<file path="src/logic/conv_seq_pkg.sv">
//////////////////////////////////////////////////////////////////////////////
// Contract
// - Wait at least 100 us after leaving standby before a start edge.
// - After shutdown wait 30 ms (internal ref) or 13 ms (external ref).
// - Separately driven start edges lie within 0.5 ms of each other.
// - Chip select is not asserted for readout before busy has fallen.
// - A read during conversion ends within 25 ns after busy falls.
// - Starts are spaced at least 5 us apart in fast modes.
// - Slow serial mode allows a sample cycle of 10.5 us.
// - Reset pulse is held high for at least 50 ns.
// - Wait at least 25 ns after reset low before a start edge.
//////////////////////////////////////////////////////////////////////////////
package conv_seq_pkg;
    localparam int CLK_PERIOD_PS       = 8000;
    localparam int STANDBY_WAKE_US     = 100;
    localparam int SHUTDOWN_INT_MS     = 30;
    localparam int SHUTDOWN_EXT_MS     = 13;
    localparam int START_SKEW_PS       = 500000000;
    localparam int BUSY_RISE_NS        = 40;
    localparam int CYCLE_FAST_NS       = 5000;
    localparam int CYCLE_SLOW_NS       = 10500;
    localparam int RESET_HIGH_NS       = 50;
    localparam int RESET_TO_START_NS   = 25;
    localparam int START_PULSE_NS      = 25;
    // Least times round up, longest times round down
    localparam int STANDBY_WAKE_CYC    = (STANDBY_WAKE_US * 1000000 + CLK_PERIOD_PS - 1)
                                         / CLK_PERIOD_PS;
    localparam int SHUTDOWN_INT_CYC    = (SHUTDOWN_INT_MS * 125000);
    localparam int SHUTDOWN_EXT_CYC    = (SHUTDOWN_EXT_MS * 125000);
    localparam int START_SKEW_CYC      = START_SKEW_PS / CLK_PERIOD_PS;
    localparam int BUSY_RISE_CYC       = (BUSY_RISE_NS * 1000) / CLK_PERIOD_PS;
    localparam int CYCLE_FAST_CYC      = (CYCLE_FAST_NS * 1000 + CLK_PERIOD_PS - 1)
                                         / CLK_PERIOD_PS;
    localparam int CYCLE_SLOW_CYC      = (CYCLE_SLOW_NS * 1000 + CLK_PERIOD_PS - 1)
                                         / CLK_PERIOD_PS;
    localparam int RESET_HIGH_CYC      = (RESET_HIGH_NS * 1000 + CLK_PERIOD_PS - 1)
                                         / CLK_PERIOD_PS;
    localparam int RESET_TO_START_CYC  = (RESET_TO_START_NS * 1000 + CLK_PERIOD_PS - 1)
                                         / CLK_PERIOD_PS;
    localparam int START_PULSE_CYC     = (START_PULSE_NS * 1000 + CLK_PERIOD_PS - 1)
                                         / CLK_PERIOD_PS;
    localparam int CNT_W               = 24;

    typedef enum logic [2:0]
    {
        ST_IDLE,
        ST_RESET,
        ST_WAKE,
        ST_START,
        ST_WAIT_BUSY,
        ST_CONVERT,
        ST_SPACING
    } seq_state_e;
endpackage : conv_seq_pkg
</file>
<file path="src/logic/conv_cycle_timer.sv">
module conv_cycle_timer
    import conv_seq_pkg::*;
(
    // Clock and reset
    input  wire logic             core_clk_in,
    input  wire logic             rst_n_in,
    // Control
    input  wire logic             load_in,
    input  wire logic [CNT_W-1:0] count_in,
    // Status
    output logic                  done_out
);
    logic [CNT_W-1:0] remaining;
    logic [CNT_W-1:0] next_remaining;

    always_comb
    begin
        next_remaining = remaining;
        if (load_in)
        begin
            next_remaining = count_in;
        end
        else if (remaining != {CNT_W{1'b0}})
        begin
            next_remaining = remaining - {{(CNT_W-1){1'b0}}, 1'b1};
        end
    end

    always_ff @(posedge core_clk_in)
    begin
        if (!rst_n_in)
        begin
            remaining <= {CNT_W{1'b0}};
        end
        else
        begin
            remaining <= next_remaining;
        end
    end

    assign done_out = (remaining == {CNT_W{1'b0}}) && !load_in;
endmodule : conv_cycle_timer

</file>
<file path="src/logic/conv_seq_host.sv">
module conv_seq_host
    import conv_seq_pkg::*;
#(
    parameter int STANDBY_WAKE_CYCLES = STANDBY_WAKE_CYC,
    parameter int SHUTDOWN_INT_CYCLES = SHUTDOWN_INT_CYC,
    parameter int SHUTDOWN_EXT_CYCLES = SHUTDOWN_EXT_CYC,
    parameter int START_SKEW_CYCLES   = START_SKEW_CYC
)
(
    // Clock and reset
    input  wire logic core_clk_in,
    input  wire logic rst_n_in,
    // User requests
    input  wire logic reset_req_in,
    input  wire logic power_up_in,
    input  wire logic from_shutdown_in,
    input  wire logic external_ref_in,
    input  wire logic slow_serial_in,
    input  wire logic start_req_in,
    input  wire logic read_during_in,
    input  wire logic read_done_in,
    // User status
    output logic      ready_out,
    output logic      read_ok_out,
    output logic      conv_done_out,
    output logic      timeout_out,
    // Device pins
    input  wire logic busy_in,
    output logic      start_group_a_out,
    output logic      start_group_b_out,
    output logic      device_reset_out,
    output logic      power_down_n_out
);
    seq_state_e       state;
    seq_state_e       next_state;
    logic             pwr;
    logic             next_pwr;
    logic             reading;
    logic             next_reading;
    logic             done_flag;
    logic             next_done_flag;
    logic             tmo;
    logic             next_tmo;
    logic             spacing_done;
    logic             spacing_load;
    logic [CNT_W-1:0] spacing_count;
    logic [CNT_W-1:0] phase_cnt;
    logic [CNT_W-1:0] next_phase_cnt;

    // Cast keeps every loaded count at the counter width
    function automatic logic [CNT_W-1:0] cyc(input int n);
        cyc = CNT_W'(n);
    endfunction : cyc

    //////////////////////////////////////////////////////////////////////////
    // Sample cycle spacing, loaded in the first ST_START cycle, one cycle before each start edge
    assign spacing_load  = (state == ST_START) && (phase_cnt == {CNT_W{1'b0}});
    assign spacing_count = slow_serial_in ? cyc(CYCLE_SLOW_CYC - 1)
                                          : cyc(CYCLE_FAST_CYC - 1);

    conv_cycle_timer u_spacing
    (
        .core_clk_in (core_clk_in),
        .rst_n_in    (rst_n_in),
        .load_in     (spacing_load),
        .count_in    (spacing_count),
        .done_out    (spacing_done)
    );

    //////////////////////////////////////////////////////////////////////////
    always_comb
    begin
        next_state     = state;
        next_pwr       = pwr;
        next_reading   = reading;
        next_done_flag = 1'b0;
        next_tmo       = 1'b0;
        next_phase_cnt = (phase_cnt == {CNT_W{1'b0}}) ? phase_cnt
                         : phase_cnt - {{(CNT_W-1){1'b0}}, 1'b1};
        unique case (state)
            ST_IDLE:
            begin
                if (reset_req_in)
                begin
                    next_state     = ST_RESET;
                    next_phase_cnt = cyc(RESET_HIGH_CYC - 1);
                end
                else if (power_up_in && !pwr)
                begin
                    next_pwr       = 1'b1;
                    next_state     = ST_WAKE;
                    // Standby wake is far shorter than shutdown wake
                    if (!from_shutdown_in)
                    begin
                        next_phase_cnt = cyc(STANDBY_WAKE_CYCLES - 1);
                    end
                    else if (external_ref_in)
                    begin
                        next_phase_cnt = cyc(SHUTDOWN_EXT_CYCLES - 1);
                    end
                    else
                    begin
                        next_phase_cnt = cyc(SHUTDOWN_INT_CYCLES - 1);
                    end
                end
                else if (!power_up_in && pwr)
                begin
                    next_pwr = 1'b0;
                end
                // Start only once the previous sample cycle has run out
                else if (start_req_in && pwr && spacing_done)
                begin
                    next_state     = ST_START;
                    next_phase_cnt = {CNT_W{1'b0}};
                    next_reading   = read_during_in;
                end
            end
            ST_RESET:
            begin
                // Reset held high, then a gap before any start edge
                if (phase_cnt == {CNT_W{1'b0}})
                begin
                    next_state     = ST_WAKE;
                    next_phase_cnt = cyc(RESET_TO_START_CYC - 1);
                end
            end
            ST_WAKE:
            begin
                if (phase_cnt == {CNT_W{1'b0}})
                begin
                    next_state = ST_IDLE;
                end
            end
            ST_START:
            begin
                // Both start lines rise on one edge, so skew is zero
                if (phase_cnt == {CNT_W{1'b0}})
                begin
                    next_phase_cnt = cyc(START_PULSE_CYC);
                end
                else if (phase_cnt == {{(CNT_W-1){1'b0}}, 1'b1})
                begin
                    next_state     = ST_WAIT_BUSY;
                    next_phase_cnt = cyc(START_SKEW_CYCLES);
                end
            end
            ST_WAIT_BUSY:
            begin
                // A device that never answers must not hang the sequencer
                if (busy_in)
                begin
                    next_state = ST_CONVERT;
                end
                else if (phase_cnt == {CNT_W{1'b0}})
                begin
                    next_tmo   = 1'b1;
                    next_state = ST_IDLE;
                end
            end
            ST_CONVERT:
            begin
                // Grant for a read during conversion ends one cycle after busy falls at the latest
                if (read_done_in)
                begin
                    next_reading = 1'b0;
                end
                if (!busy_in)
                begin
                    next_done_flag = 1'b1;
                    next_reading   = 1'b0;
                    next_state     = ST_SPACING;
                end
            end
            ST_SPACING:
            begin
                next_state = ST_IDLE;
            end
            default:
            begin
                next_state = ST_IDLE;
            end
        endcase
    end

    //////////////////////////////////////////////////////////////////////////
    // Sequencer state and counters
    always_ff @(posedge core_clk_in)
    begin
        if (!rst_n_in)
        begin
            state     <= ST_IDLE;
            pwr       <= 1'b0;
            reading   <= 1'b0;
            done_flag <= 1'b0;
            tmo       <= 1'b0;
            phase_cnt <= {CNT_W{1'b0}};
        end
        else
        begin
            state     <= next_state;
            pwr       <= next_pwr;
            reading   <= next_reading;
            done_flag <= next_done_flag;
            tmo       <= next_tmo;
            phase_cnt <= next_phase_cnt;
        end
    end

    //////////////////////////////////////////////////////////////////////////
    // Readout permission: after busy falls, or during conversion
    assign read_ok_out = ((state == ST_IDLE) && pwr && !busy_in)
                         || ((state == ST_CONVERT) && reading);

    assign ready_out         = (state == ST_IDLE) && pwr && spacing_done;
    assign conv_done_out     = done_flag;
    assign timeout_out       = tmo;
    // Device pins decode state and phase_cnt, power follows pwr, group B copies group A
    assign start_group_a_out = (state == ST_START) && (phase_cnt != {CNT_W{1'b0}});
    assign start_group_b_out = start_group_a_out;
    assign device_reset_out  = (state == ST_RESET);
    assign power_down_n_out  = pwr;
endmodule : conv_seq_host

</file>
<file path="config.mk">
export PLATFORM = sky130hd
export DESIGN_NAME = conv_seq_host
export DESIGN_NICKNAME = d
export VERILOG_FILES = /design/src/logic/conv_seq_pkg.sv /design/src/logic/conv_cycle_timer.sv /design/src/logic/conv_seq_host.sv
export SDC_FILE = /design/constraint.sdc
export NUM_CORES = 1
export LEC_CHECK = 0
export ABC_AREA = 1
export BUFFER_PORTS_ARGS = -buffer_cell sky130_fd_sc_hd__buf_2
export CAP_MARGIN = 15
export CORE_MARGIN = 2
export CORE_UTILIZATION = 61
export CTS_BUF_LIST = sky130_fd_sc_hd__clkbuf_8 sky130_fd_sc_hd__clkbuf_16
export CTS_CLUSTER_DIAMETER = 60
export DETAILED_ROUTE_END_ITERATION = 7
export PLACE_DENSITY = 0.79
export SLEW_MARGIN = 20
export SYNTH_ARGS = -nofsm -noshare
export SYNTH_HDL_FRONTEND = slang
export SYNTH_HIERARCHICAL = 1
export SYNTH_SLANG_ARGS = --single-unit
</file>
<file path="constraint.sdc">
create_clock -name core_clk_in -period 3 [get_ports core_clk_in]
set_clock_uncertainty 0.05 [all_clocks]
set_input_delay 0.75 -clock core_clk_in [delete_from_list [all_inputs] [get_ports core_clk_in]]
set_output_delay 0.75 -clock core_clk_in [all_outputs]
set_load 0.005 [all_outputs]
</file>
# Word-level counts from Yosys, hierarchy flattened
# Cells that the tools add are included.
dict set report totals {
  inputBits 11
  reg_bits 55
  word_cells 94
}
dict set report op_classes {
  mux 36
  eq_ne 17
  add_sub_neg 2
  n_reduce_logical 29
  n_bitwise 3
}
# operator n
set op_table {}
lappend op_table {{$mux 24} 10}
lappend op_table {{$pmux 24 s3} 1}
lappend op_table {{$logic_not 24->1} 2}
lappend op_table {{$reduce_bool 24->1} 2}
lappend op_table {{$sub 24x1->24 const B} 2}
lappend op_table {{$mux 22} 2}
lappend op_table {{$mux 3} 10}
lappend op_table {{$eq 24x1->1 const B} 1}
lappend op_table {{$pmux 3 s6} 1}
lappend op_table {{$ne 2x2->1 const B} 6}
lappend op_table {{$reduce_and 6->1} 2}
lappend op_table {{$logic_and 1x1->1} 11}
lappend op_table {{$mux 11} 1}
lappend op_table {{$mux 1} 10}
lappend op_table {{$ne 4x4->1 const B} 2}
lappend op_table {{$eq 3x2->1 const B} 2}
lappend op_table {{$eq 3x3->1 const B} 2}
lappend op_table {{$reduce_bool 2->1} 3}
lappend op_table {{$logic_not 1->1} 4}
lappend op_table {{$ne 2x1->1 const B} 2}
lappend op_table {{$eq 3x1->1 const B} 1}
lappend op_table {{$logic_not 3->1} 1}
lappend op_table {{$ne 3x3->1 const B} 1}
lappend op_table {{$not 1->1} 3}
lappend op_table {{other kinds (5)} 5}

# Logic depth before layout (Yosys ltp)
dict set report logic_depth {
  depth_word 10
  mapped_depth 23
  ltp_nobuf 23
}

# Hierarchy
# Netlist, hierarchy kept.
# mod area_each_um2 instances cells_per_inst
set by_module_without_submodules {}
lappend by_module_without_submodules {conv_seq_host 2358.5 1 377}
lappend by_module_without_submodules {conv_cycle_timer 1742.9 1 275}

# Worst setup path before layout
# OpenSTA, ideal clock, no wires.
dict set report synth_timing {
  path_type {flip-flop to output port}
  from {register phase_cnt[0]}
  to {output port ready_out}
  t_arrival_ns 1.803
  required_ns 2.200
  n_path_buf 0
  slack_ns 0.397
  stages_incl_launch_ff 14
  cell_sequence {dfxtp_1 -> inv_1 -> ha_1 -> nand2_1 -> nor2_4 -> nand3_2 -> nor2_2 -> nor2_1 -> nand2_1 -> nor2_1 -> nand3_4 -> inv_1 -> inv_1 -> nor3_1}
}
dict set report synth_via {
  elab_chain_len 5
}
# element line
set synth_rtl {}
lappend synth_rtl {{from (decl)} conv_seq_host.sv:47} ;# logic [CNT_W-1:0] phase_cnt;
lappend synth_rtl {{from (signal assigned)} conv_seq_host.sv:196} ;# phase_cnt <= {CNT_W{1'b0}};
lappend synth_rtl {{from (signal assigned)} conv_seq_host.sv:205} ;# phase_cnt <= next_phase_cnt;
lappend synth_rtl {{$logic_not 24->1} conv_seq_host.sv:57} ;# assign spacing_load = (state == ST_START) && (phase_cnt == {CNT_W{1'b0}});
lappend synth_rtl {{$logic_and 1x1->1} conv_seq_host.sv:57}
lappend synth_rtl {{net spacing_load} conv_seq_host.sv:45} ;# logic spacing_load;
lappend synth_rtl {{$logic_not 1->1} conv_cycle_timer.sv:41} ;# assign done_out = (remaining == {CNT_W{1'b0}}) && !load_in;
lappend synth_rtl {{$logic_and 1x1->1} conv_cycle_timer.sv:41}
lappend synth_rtl {{net spacing_done} conv_seq_host.sv:44} ;# logic spacing_done;
lappend synth_rtl {{$logic_and 1x1->1} conv_seq_host.sv:214} ;# assign ready_out = (state == ST_IDLE) && pwr && spacing_done;
lappend synth_rtl {{to (decl)} conv_seq_host.sv:23} ;# output logic ready_out,
# The timed path passes the listed nets, and every way through them passes these cells.

# Final worst setup path
dict set report layout_timing {
  from {register phase_cnt[1]}
  to {output port ready_out}
}
# The elaborated chain is that of the path after synthesis.

==> flow_summary.toml <==
[power_and_ir_drop]
switching_share = 0.555
p_leak_uw = 0.00215
p_clk_frac = 0.080
switchingPower_uw = 3050
seq_power_share = 0.222
ir_drop_v = 0.000628
combinationalPowerShare = 0.698
powerDensity_mw_per_mm2 = 1250
p_int_uw = 2440

[synth]
synth.cell_area_mm2 = 0.00410
yosys.area.top_type = "dfxtp_1"
yosysSeqAreaShare = 0.268
yosysWarnings = 6
yosysTopAreaCellShare = 0.268
synth_common_cells = "141 x nand2_1, 113 x nor2_1, 64 x inv_1, 64 x nand3_1, 55 x dfxtp_1"
synthDistinctLibCells = 42
synth_area_leaders = "dfxtp_1 27%, nand2_1 13%, nor2_1 10%, nand3_1 7.8%, inv_1 5.9%"
synthFlopType = "dfxtp_1"
synth.avg_cell_area_um2 = 6.29
synth_edf_count = 0
ys_ff_latch = 55
synth.most_common_cell = "nand2_1"
synthArstFlopShare = 0
syn_inst = 652

[worst_setup_path]
r2r_start = "phase_cnt[1]"
crit_type = "flop to output pin"
arrival_ps = 2030
timing.rr.end = "phase_cnt[4]"
critical-path-slowest-cell = "dfxtp_2"
crit_family = "simple AND/OR/NAND/NOR gates"
crit_fanout = 4
end_kind = "output pin"
cp-start-kind = "flop"
critical_path.max_stage_delay_ps = 340
rr_worst_depth = 20
crit_chain = "inv_1, ha_1, nand2_1, nor2_4, nand3_2, nor2_2, nor2_2, nand2_1, nor2_2, nand3_4, inv_1, inv_1, nor3_2, buf_2"
startpoint = "phase_cnt[1]"
critPathBufInv = 4
r2r_setup_slack_ps = 410
cp.required_ps = 2200

[cts]
cts_tree = "built"
cts_inserted_buffers = 5
clkTransAtPathRegs_ps = 110
cts.htree.levels = 2
numClockSinks = 55
clockRootBuffer = "clkbuf_8"
insertion_delay_ps = 320
cts_max_path_buffers = 2

[sta]
slew-limit-headroom = 0.617
period_minus_slack_ps = 2830
slew_viol_final = 0
post-route-period-util = 0.944
tightest_slew_ps = 573
whs_ps = 465
rsz0062_at_grt = "no"
setup_tns_ps = 0
max_freq_mhz = 353
setup_viol = 0
finalHoldViolations = 0

[grt]
grt_max_degree = 36
track_usage = 0.295
grt_pass1_vias = 3775
antenna_found_initial = 0
grt_pass1_wl_um = 17600
grt_overflow = 0

[placed_design]
numPortBuffers = 18
gp_congestion = 0.936
place_area_mm2 = 0.00429
dp_hpwl_um = 8180

[detailed_routing]
wl_per_cell_um = 13.8
ant_nets = 0
drc = 0
wirelength_um = 10500
drt-initial-drc-count = 262
dr.pass1.iters = 5
vias_per_cell = 5.51
dr_total_vias = 4207

[worst_hold_path]
whs_endpoint = "phase_cnt[17]"
hp-class = "flop to flop"
hp-start = "phase_cnt[17]"
min_path_cells = 2

[run]
max_cap_violations = 0

[die]
core_mm2 = 0.00642
rows = 29
die-area_mm2 = 0.00740
chipHeight_um = 86.0
ios = 19
die_w_um = 86.0
initial_core_util = 0.639

[run_status]
status = "finished clean"

[final_layout]
area_delta_synth_final_pct = 7.50
drive_gt1_frac = 0.167
fin_area_mm2 = 0.00441
diodes = 0
layout.nets = 705
[stage by stage]
step / std cells / total power, uW / worst slack, ps / util
6_report: 764 / 5490 / 168 / 0.687
2_1_floorplan: 669 / 4260 / 397 / -
4_1_cts: 764 / 5440 / 71.4 / 0.686
5_1_grt: 764 / 6020 / 9.20 / 0.687
3_3_place_gp: 754 / 4890 / 242 / 0.668
3_5_place_dp: 754 / 4970 / 157 / 0.668
[placed cells by master, fill, tap and decap left out, types with 4 or more instances in the layout]
cell type / instances
a21oi_1: 39
buf_2: 18
buf_4: 5
clkbuf_8: 5
conb_1: 19
dfxtp_1: 53
ha_1: 8
inv_1: 63
inv_2: 13
nand2_1: 141
nand2_2: 13
nand3_1: 64
nand3_2: 4
nand3b_1: 4
nand4_1: 12
nor2_1: 111
nor2_2: 23
nor2_4: 7
nor3_1: 8
o21ai_0: 19
o21ai_1: 6
or2_2: 7
xor2_1: 14
[logic make-up after synthesis]
logic type | count (synthesis) | synth area share
AOI/OAI and AO/OA | 75 | 0.103
xor gates and xnor gates | 15 | 0.0320
DFF | 55 | 0.268
buffers and inverters | 89 | 0.0903
adders and majority gates | 8 | 0.0244
other | 2 | 0.00183
and+or+nand+nor | 407 | 0.478
muxes | 1 | 0.00244
[power by group through the flow]
stage / Clock, uW / Sequential, uW / Combinational [uW]
6_report: 440 / 1220 / 3830
5_1_grt: 467 / 1250 / 4310
2_1_floorplan: 0 / 1160 / 3090
3_3_place_gp: 0 / 1220 / 3670
4_1_cts: 443 / 1210 / 3780
3_5_place_dp: 0 / 1230 / 3740
[flip-flops by register name, summed over array words and instances, names as in the netlist]
name / flops
conv_done_out: 1
phase_cnt: 24
power_down_n_out: 1
reading: 1
state: 3
timeout_out: 1
u_spacing/remaining: 24
[worst register-to-register path, delay by kind of cell (launching register included)]
family                     cells  cell delay, ps
AOI/OAI and AO/OA              1              70
and+or+nand+nor               14            1490
DFF                            1             340
adders and majority gates      1             180
buffers and inverters          4             320
[timing repair]
action | 4_1_cts | 5_1_grt
pin swaps | 0 | 2
gates resized for setup | 3 | 3
hold buffers | 0 | 0
setup endpoints to repair | 1 | 1
buffers inserted | 2 | 0
[metal layers]
metal	wire [um]	share of wire	track usage	vias up
li1	-	-	-	2146
met1	5190	0.49	0.424	1939
met2	4730	0.45	0.477	113
met3	502	0.048	0.0298	9
met4	97	0.0092	0.0635	0
met5	0	0	0	-
[how the worst max path moves through the flow]
stage	endpoint	slack [ps]	cells after the start
2_1_floorplan	ready_out	400	13
3_3_place_gp	ready_out	240	14
3_5_place_dp	ready_out	160	14
4_1_cts	ready_out	70	14
5_1_grt	ready_out	9	14
6_report	ready_out	170	14
[layout make-up]
type / count / area [um2]
Tap cell: 77 / 96.3
Sequential cell: 55 / 1100
Clock buffer: 5 / 68.8
Inverter: 76 / 285
Fill cell: 621 / 2010
Clock inverter: 3 / 23.8
Timing Repair Buffer: 23 / 128
Multi-Input combinational cell: 525 / 2700
Note: power is estimated with default switching activity, not from simulation.
